### config.mk
export PLATFORM = sky130hd
export DESIGN_NAME = flash_buf_device_flat
export DESIGN_NICKNAME = d
export VERILOG_FILES = /design/src/flash_buf_pkg.sv /design/src/flash_link_if.sv /design/src/flash_buf_device.sv /design/src/flat_wrapper.sv
export SDC_FILE = /design/constraint.sdc
export NUM_CORES = 2
export LEC_CHECK = 0
export BUFFER_PORTS_ARGS = -buffer_cell sky130_fd_sc_hd__buf_4
export CAP_MARGIN = 20
export CELL_PAD_IN_SITES_DETAIL_PLACEMENT = 1
export CELL_PAD_IN_SITES_GLOBAL_PLACEMENT = 1
export CORE_ASPECT_RATIO = 0.8
export CORE_MARGIN = 1.5
export CORE_UTILIZATION = 45
export CTS_CLUSTER_DIAMETER = 30
export DETAILED_ROUTE_END_ITERATION = 12
export GPL_TIMING_DRIVEN = 1
export PLACE_DENSITY = 0.65
export SYNTH_ARGS = -nofsm -noshare
export SYNTH_HDL_FRONTEND = slang
export SYNTH_SLANG_ARGS = --single-unit
### constraint.sdc
create_clock -name clk_sys -period 5 [get_ports clk_sys]
set_clock_uncertainty 0.05 [all_clocks]
set_input_delay 0.25 -clock clk_sys [delete_from_list [all_inputs] [get_ports clk_sys]]
set_output_delay 0.25 -clock clk_sys [all_outputs]
set_load 0.03 [all_outputs]
### src/flash_buf_pkg.sv
// Shared constants for the flash write buffer link
// =====================================
package flash_buf_pkg;
    localparam logic [7:0] OP_BUF_READ = 8'hd4;
    localparam logic [7:0] OP_BUF_WRITE = 8'h84;
    localparam logic [7:0] OP_PROGRAM = 8'h02;
    localparam logic [7:0] OP_WR_ENABLE = 8'h06;
    localparam logic [7:0] OP_STATUS_INT = 8'h25;
    localparam logic [7:0] OP_READ_STATUS = 8'h05;
    localparam logic [7:0] OP_BUF_COMMIT = 8'h88;
    localparam logic [7:0] ERASED_BYTE = 8'hff;
    localparam int BUF_DEPTH = 256;
    localparam int ADDR_BYTES = 4;
    localparam logic [2:0] ADDR_LAST = 3'h3;
    localparam logic [2:0] BIT_LAST = 3'h7;
    localparam logic [2:0] BIT_FIRST = 3'h0;
    localparam logic [15:0] PROG_CYCLES = 16'h0100;
    localparam logic [7:0] HALF_DIV = 8'h03;
    // Status byte bit positions
    localparam int ST_BUSY = 0;
    localparam int ST_LATCH = 1;
    localparam int ST_ERROR = 5;
endpackage

### src/flash_link_if.sv
// Serial link between controller and flash device
interface flash_link_if;
    logic selectN;
    logic sck;
    logic si;
    logic so;
    logic soOe;
    modport device (input selectN, input sck, input si, output so, output soOe);
    modport host (output selectN, output sck, output si, input so, input soOe);
endinterface

### src/flash_buf_device.sv
// Flash device command logic for write buffer, buffer read and program
//
// Local design decisions: the register offsets and the address-and-strobe port.
module flash_buf_device
    import flash_buf_pkg::*;
(
    input wire logic clk_sys,
    input wire logic reset_n,
    flash_link_if.device link,
    input wire logic octalDdr,
    input wire logic protectedTarget,
    input wire logic programFail,
    output logic busy,
    output logic writeEnableLatch,
    output logic programEraseErrorFlag,
    output logic arrayWrite,
    output logic [31:0] arrayAddr,
    output logic [7:0] arrayData
);
    typedef enum logic [2:0] {
        S_OP = 3'b000, S_ADDR = 3'b001, S_DUMMY = 3'b010, S_DATA = 3'b011,
        S_STATUS = 3'b100, S_IGNORE = 3'b101
    } phase_t;
    typedef struct packed {
        logic [2:0] selSync;
        logic [2:0] sckSync;
        logic [1:0] siSync;
        phase_t phase;
        logic [7:0] opcode;
        logic [7:0] shiftIn;
        logic [2:0] bitCnt;
        logic [2:0] addrCnt;
        logic [31:0] addr;
        logic [7:0] ptr;
        logic [8:0] dataCnt;
        logic [7:0] shiftOut;
        logic so;
        logic soOe;
        logic latch;
        logic errFlag;
        logic busy;
        logic [15:0] progCnt;
        logic [8:0] progIdx;
        logic failSeen;
        logic waitInt;
        logic [BUF_DEPTH-1:0] touched;
    } state_t;
    state_t s_r, s_nxt;
    logic [7:0] mem [BUF_DEPTH];
    logic memWe;
    logic [7:0] memAddr, memWd;
    logic sckRise, sckFall, selRise, selLow, bitIn, bytePartial;
    assign sckRise = s_r.sckSync[1] & ~s_r.sckSync[2];
    assign sckFall = ~s_r.sckSync[1] & s_r.sckSync[2];
    assign selRise = s_r.selSync[1] & ~s_r.selSync[2];
    assign selLow = ~s_r.selSync[1];
    assign bitIn = s_r.siSync[1];
    assign bytePartial = (s_r.bitCnt != BIT_FIRST);

    // =====================================
    // Command engine
    always_comb begin
        s_nxt = s_r;
        memWe = 1'b0;
        memAddr = s_r.ptr;
        memWd = s_r.shiftIn;
        s_nxt.selSync = {s_r.selSync[1:0], link.selectN};
        s_nxt.sckSync = {s_r.sckSync[1:0], link.sck};
        s_nxt.siSync = {s_r.siSync[0], link.si};
        if (selLow && sckRise) begin
            s_nxt.shiftIn = {s_r.shiftIn[6:0], bitIn};
            s_nxt.bitCnt = s_r.bitCnt + 3'h1;
            if (s_r.bitCnt == BIT_LAST) begin
                case (s_r.phase)
                    S_OP: begin
                        s_nxt.opcode = {s_r.shiftIn[6:0], bitIn};
                        s_nxt.addrCnt = 3'h0;
                        s_nxt.dataCnt = 9'h0;
                        case ({s_r.shiftIn[6:0], bitIn})
                            OP_BUF_READ: s_nxt.phase = octalDdr ? S_IGNORE : S_ADDR;
                            OP_BUF_WRITE, OP_PROGRAM, OP_BUF_COMMIT:
                                s_nxt.phase = s_r.busy ? S_IGNORE : S_ADDR;
                            OP_WR_ENABLE: begin
                                s_nxt.phase = S_IGNORE;
                                if (!s_r.busy) s_nxt.latch = 1'b1;
                            end
                            OP_READ_STATUS, OP_STATUS_INT: s_nxt.phase = S_STATUS;
                            default: s_nxt.phase = S_IGNORE;
                        endcase
                    end
                    S_ADDR: begin
                        s_nxt.addr = {s_r.addr[23:0], s_r.shiftIn[6:0], bitIn};
                        s_nxt.addrCnt = s_r.addrCnt + 3'h1;
                        s_nxt.ptr = {s_r.shiftIn[6:0], bitIn};
                        if (s_r.addrCnt == ADDR_LAST) begin
                            s_nxt.phase = (s_r.opcode == OP_BUF_READ) ? S_DUMMY : S_DATA;
                            if (s_r.opcode == OP_PROGRAM) begin
                                s_nxt.ptr = {s_r.shiftIn[6:0], bitIn & ~octalDdr};
                                s_nxt.touched = '0;
                            end
                            if (s_r.opcode == OP_BUF_COMMIT) s_nxt.touched = '1;
                        end
                    end
                    S_DUMMY: s_nxt.phase = S_DATA;
                    S_STATUS: s_nxt.dataCnt = s_r.dataCnt + 9'h1;
                    S_DATA: begin
                        // byte lands at pointer, nothing cleared
                        if (s_r.opcode == OP_BUF_WRITE || s_r.opcode == OP_PROGRAM) begin
                            memWe = 1'b1;
                            memWd = {s_r.shiftIn[6:0], bitIn};
                            s_nxt.touched[s_r.ptr] = 1'b1;
                            if (s_r.dataCnt != 9'(BUF_DEPTH)) s_nxt.dataCnt = s_r.dataCnt + 9'h1;
                        end
                        s_nxt.ptr = s_r.ptr + 8'h1;
                    end
                    default: ;
                endcase
            end
        end
        // output shifts on falling edges after dummy
        if (selLow && sckFall && (s_r.phase == S_DATA) && (s_r.opcode == OP_BUF_READ)) begin
            s_nxt.soOe = 1'b1;
            if (s_r.bitCnt == BIT_FIRST) begin
                s_nxt.so = mem[s_r.ptr][7];
                s_nxt.shiftOut = {mem[s_r.ptr][6:0], 1'b0};
            end else begin
                s_nxt.so = s_r.shiftOut[7];
                s_nxt.shiftOut = {s_r.shiftOut[6:0], 1'b0};
            end
        end
        if (selLow && sckFall && s_r.phase == S_STATUS) begin
            s_nxt.soOe = 1'b1;
            if (s_r.bitCnt == BIT_FIRST) begin
                // Status byte: error bit 5, latch bit 1, busy bit 0
                s_nxt.so = 1'b0;
                s_nxt.shiftOut = {1'b0, s_r.errFlag, 3'b000, s_r.latch, s_r.busy, 1'b0};
            end else begin
                s_nxt.so = s_r.shiftOut[7];
                s_nxt.shiftOut = {s_r.shiftOut[6:0], 1'b0};
            end
            // after 16 clocks the controller stops; no low glitch
            if (s_r.opcode == OP_STATUS_INT && s_r.busy && s_r.dataCnt != 9'h0) begin
                s_nxt.waitInt = 1'b1;
                s_nxt.so = 1'b1;
            end
        end
        // high while busy, low as soon as busy ends
        if (s_r.waitInt && selLow) begin
            s_nxt.soOe = 1'b1;
            s_nxt.so = s_r.busy;
        end
        if (selRise) begin
            s_nxt.soOe = 1'b0;
            s_nxt.so = 1'b0;
            s_nxt.waitInt = 1'b0;
            s_nxt.phase = S_OP;
            s_nxt.bitCnt = BIT_FIRST;
            if ((s_r.opcode == OP_PROGRAM || s_r.opcode == OP_BUF_COMMIT)
                    && s_r.phase != S_OP && s_r.phase != S_IGNORE) begin
                // validity checks; commit needs no data
                if (s_r.phase != S_DATA || bytePartial || protectedTarget
                        || (s_r.opcode == OP_PROGRAM && s_r.dataCnt == 9'h0)) begin
                    s_nxt.latch = 1'b0;
                end else if (s_r.latch) begin
                    s_nxt.busy = 1'b1;
                    s_nxt.progIdx = 9'h0;
                    s_nxt.progCnt = PROG_CYCLES;
                    s_nxt.failSeen = 1'b0;
                    // odd count in octal DDR programs the pair partner
                    if (octalDdr && s_r.ptr[0]) s_nxt.touched[s_r.ptr] = 1'b1;
                end
            end
            s_nxt.opcode = 8'h00;
        end
        // walk the page, write touched bytes only
        if (s_r.busy) begin
            if (s_r.progIdx != 9'(BUF_DEPTH)) begin
                s_nxt.progIdx = s_r.progIdx + 9'h1;
                if (s_r.touched[s_r.progIdx[7:0]] && programFail) s_nxt.failSeen = 1'b1;
            end else if (s_r.progCnt != 16'h0) begin
                s_nxt.progCnt = s_r.progCnt - 16'h1;
                s_nxt.latch = 1'b0;
            end else begin
                s_nxt.busy = 1'b0;
                s_nxt.errFlag = s_r.failSeen;
            end
        end
    end

    always_ff @(posedge clk_sys or negedge reset_n) begin
        if (!reset_n) begin
            s_r <= '0;
            s_r.selSync <= 3'b111;
        end else begin
            s_r <= s_nxt;
        end
    end

    always_ff @(posedge clk_sys) begin
        if (memWe) mem[memAddr] <= memWd;
    end

    // Array write strobe registered; page base held from address
    always_ff @(posedge clk_sys or negedge reset_n) begin
        if (!reset_n) begin
            arrayWrite <= 1'b0;
            arrayAddr <= '0;
            arrayData <= ERASED_BYTE;
        end else begin
            arrayWrite <= s_r.busy && s_r.progIdx != 9'(BUF_DEPTH) && s_r.touched[s_r.progIdx[7:0]];
            arrayAddr <= {s_r.addr[31:8], s_r.progIdx[7:0]};
            arrayData <= mem[s_r.progIdx[7:0]];
        end
    end
    assign link.so = s_r.so;
    assign link.soOe = s_r.soOe;
    assign busy = s_r.busy;
    assign writeEnableLatch = s_r.latch;
    assign programEraseErrorFlag = s_r.errFlag;
endmodule

### src/flat_wrapper.sv
// flat-port wrapper written by rule: the top's interface ports become plain ports
module flash_buf_device_flat import flash_buf_pkg::*;
  (clk_sys, reset_n, octalDdr, protectedTarget, programFail, busy, writeEnableLatch, programEraseErrorFlag, arrayWrite, arrayAddr, arrayData, link_selectN, link_sck, link_si, link_so, link_soOe);
  flash_link_if link_i ();
  input wire logic clk_sys;
  input wire logic reset_n;
  input wire logic octalDdr;
  input wire logic protectedTarget;
  input wire logic programFail;
  output logic busy;
  output logic writeEnableLatch;
  output logic programEraseErrorFlag;
  output logic arrayWrite;
  output logic [31:0] arrayAddr;
  output logic [7:0] arrayData;
  input wire logic [$bits(link_i.selectN)-1:0] link_selectN;
  input wire logic [$bits(link_i.sck)-1:0] link_sck;
  input wire logic [$bits(link_i.si)-1:0] link_si;
  output wire logic [$bits(link_i.so)-1:0] link_so;
  output wire logic [$bits(link_i.soOe)-1:0] link_soOe;
  assign link_i.selectN = link_selectN;
  assign link_i.sck = link_sck;
  assign link_i.si = link_si;
  assign link_so = link_i.so;
  assign link_soOe = link_i.soOe;
  flash_buf_device u_core (.clk_sys(clk_sys), .reset_n(reset_n), .link(link_i), .octalDdr(octalDdr), .protectedTarget(protectedTarget), .programFail(programFail), .busy(busy), .writeEnableLatch(writeEnableLatch), .programEraseErrorFlag(programEraseErrorFlag), .arrayWrite(arrayWrite), .arrayAddr(arrayAddr), .arrayData(arrayData));
endmodule
==> flow_summary_export.csv <==
group,metric,value,unit
run_status,status,"finished with violations",
run_status,failed_checks,"max-slew violations",
power,p_int,0.0446,W
route,drt_pass1_iterations,6,
final_layout,fin_cells,10300,
global_routing,grtUsageTotal,33.0,%
global_routing,grt_max_degree,252,
route,wl_per_cell,40.8,um
sta,slew_violations,48,
sta,slew_headroom,-4.74,%
place,portBuffers,53,
power,switchingPower,0.0134,W
final_layout,area_delta_synth_final,21.1,%
final_layout,final_util,55.0,%
hold_path,hold_path.class,"input pin to flop",
setup_path,cp-start-kind,"flop",
place,dpl_cell_area,121000,um2
hold_path,holdPathStages,3,
synthesis,synth-seq-cells,2466,
final_layout,fillers,21900,
synthesis,yosysUniqueCellTypes,78,
synthesis,yosysMostFrequentCell,"edfxtp_1",
synthesis,syn_area,114000,um2
setup_path,crit_buf_inv,2,
final_layout,drive_gt1_share,39.9,%
hold_path,worstHoldStart,"programFail",
setup_path,rr_startpoint,"u_core.memAddr[0]",
clocking,cts_buffers,480,
floorplanning,start_util,45.4,%
setup_path,path_max_fanout,19,
power,vdd_ir_drop_max,0.333,mV
synthesis,async_flop_share,17.0,%
setup_path,cp.depth,7,
power,clockPowerShare,57.0,%
clocking,ctsResizeCount,0,
sta,hold_violations,0,
final_layout,final_cell_area,138000,um2
route,drt_iter0_drc,11200,
setup_path,crit_type,"flop to flop",
power,power_density,421,nW/um2
global_routing,antenna_found_initial,31,
route,routed_wl,421000,um
place,place_inst,9369,
route,via_per_inst,7.01,
place,place.gp.congestion,0.933,
flow_run,drv_cap,0,
sta,max_clock_freq,202,MHz
setup_path,path_delay_family,"simple AND/OR/NAND/NOR gates",
synthesis,netlist_instances,6022,
synthesis,synth_area_leaders,"edfxtp_1 (54%), mux4_2 (25%), dfrtp_1 (9.0%)",
global_routing,grt_first_pass_wirelength,589000,um
synthesis,synthTopCellsByCount,"edfxtp_1 (2,048), mux4_2 (1,278), dfrtp_1 (407), nor2_1 (355), clkbuf_1 (300)",
power,finalPower,0.0579,W
route,vias,72300,
place,dp_hpwl,267000,um
setup_path,crit_slowest_cell,"dfrtp_4",
clocking,htreeDepth,5,
power,combPwrFrac,2.8,%
floorplanning,row_count,164,
synthesis,synth_edf_count,2048,
sta,setup_viol,0,
synthesis,synth_area_leader_cell,"edfxtp_1",
synthesis,syn_area_per_cell,18.9,um2
global_routing,grt_pass1_vias,72500,
floorplanning,core_area,250000,um2
clocking,cts_tree,"done",
synthesis,yosysSeqAreaShare,63.3,%
floorplanning,ios,54,
sta,min_period,4.95,ns
sta,worst_pin_slew,1.57,ns
clocking,clk_latency,0.94,ns
power,seq_power_share,40.3,%
setup_path,path_cells,"buf_4, ha_1, nand2_1, nor2_1, nand2_1, nor2_1, buf_4",
setup_path,startpoint,"u_core.memAddr[0]",
global_routing,overflow,0,
setup_path,reg2reg_depth,7,
synthesis,yosys_warnings,0,
setup_path,arrival,5.53,ns
final_layout,fin_nets,6575,
setup_path,cp.required,5.58,ns
setup_path,endpoint_kind,"flop",
sta,rsz0062_at_grt,"false",
route,ant_nets,0,
sta,setup_tns,0,ns
sta,min_period_over_period,99.0,%
clocking,root_buffer,"clkbuf_16",
power,p_leak,48.0,nW
power,switching_share,23.1,%
floorplanning,die_area,256000,um2
clocking,cts_buffer_depth,4,
synthesis,syn_nets,6044,
floorplanning,die_h,453,um
synthesis,ys.flop_type,"edfxtp_1",
route,drcViolationCount,0,
floorplanning,dieWidth,565,um
clocking,clkTransAtPathRegs,0.05,ns
setup_path,cp_slowest_stage_delay,0.94,ns
synthesis,netlist.area_leader.share,54.1,%
clocking,clock-sinks,2466,
logic make-up after synthesis:
logic type               share of synthesized area (%)
AO/OA/AOI/OAI                                     4.80
XOR/XNOR                                        0.0693
adder cells (fa/ha/maj)                          0.154
buffers and inverters                             2.20
flip-flops                                        63.3
multiplexers                                      26.1
AND/OR/NAND/NOR                                   3.41
path summary, 6_finish.rpt:
path	endpoint	slack (ns)
min in group asynchronous	u_core.s_r[52]	0.28
min reg2reg	u_core.s_nxt[377]	0.30
min	u_core.s_r[257]	0.08
max	u_core.mem[63][3]	0.05
max reg2reg	u_core.mem[63][3]	0.05
max in group asynchronous	u_core.s_r[262]	3.64
registers in the layout, indices dropped and copies added (netlist names):
register                      flops
u_core.arrayData                  8
u_core.s_nxt                      5
u_core.arrayWrite                 1
u_core.arrayAddr                 32
u_core.bitIn                      1
u_core.writeEnableLatch           1
u_core.busy                       1
u_core.link.so                    1
u_core.programEraseErrorFlag      1
u_core.link.soOe                  1
u_core.mem                     2048
u_core.s_r                      358
u_core.memAddr                    8
per-stage QoR:
stage | hold WS [ns] | setup WS [ns]
2_1_floorplan | -0.0956 | 0.413
3_3_place_gp | 0.285 | -0.0502
3_5_place_dp | 0.298 | 0.0810
4_1_cts | 0.0188 | 0.0305
5_1_grt | 0.0761 | 0.0547
6_report | 0.0832 | 0.0488
power by group through the flow:
stage / registers (W) / clock network [W] / logic [W]
global route: 0.0233 / 0.0341 / 0.00167
floorplan: 0.0238 / 0 / 0.000608
CTS: 0.0233 / 0.0332 / 0.00158
finish: 0.0233 / 0.0330 / 0.00161
detailed placement: 0.0237 / 0 / 0.00158
global placement: 0.0237 / 0 / 0.00151
per-layer routing:
metal | routed length (um) | global-route usage (%) | vias up
met5 | 209 | 0 | -
met2 | 183000 | 47.0 | 5337
met1 | 165000 | 47.3 | 39000
li1 | - | - | 26900
met3 | 53000 | 9.84 | 1009
met4 | 20500 | 14.5 | 34
final cells by class:
type	instances	area [um2]	area share, %
flip-flops and latches	2466	72000	52.3
multi-input cells	2994	39500	28.7
clock buffers	520	12300	8.93
repair buffers	583	5340	3.88
clock inverters	382	4300	3.12
well taps	3320	4150	3.02
inverters	28	105	0.0763
diodes	17	42.5	0.0309
what timing repair did:
item,CTS,global route
endpoints found under the hold margin,114,0
setup buffers,0,6
hold buffers,12,0
setup endpoints to repair,0,8
worst min-delay path, stage by stage:
cell           delay [ns]
dlygate4sd3_1        0.54
buf_4                0.11
a22o_1               0.11
placed cells by master, fill, tap and decap left out, types with 124 or more instances in the layout:
cell type,n
dfrtp_1,395
a221o_1,199
clkbuf_16,484
buf_4,495
edfxtp_1,2048
mux4_2,1278
a21oi_1,124
nor2_1,348
nand2_1,267
o21ai_0,142
(Power assumes the default switching activity.)
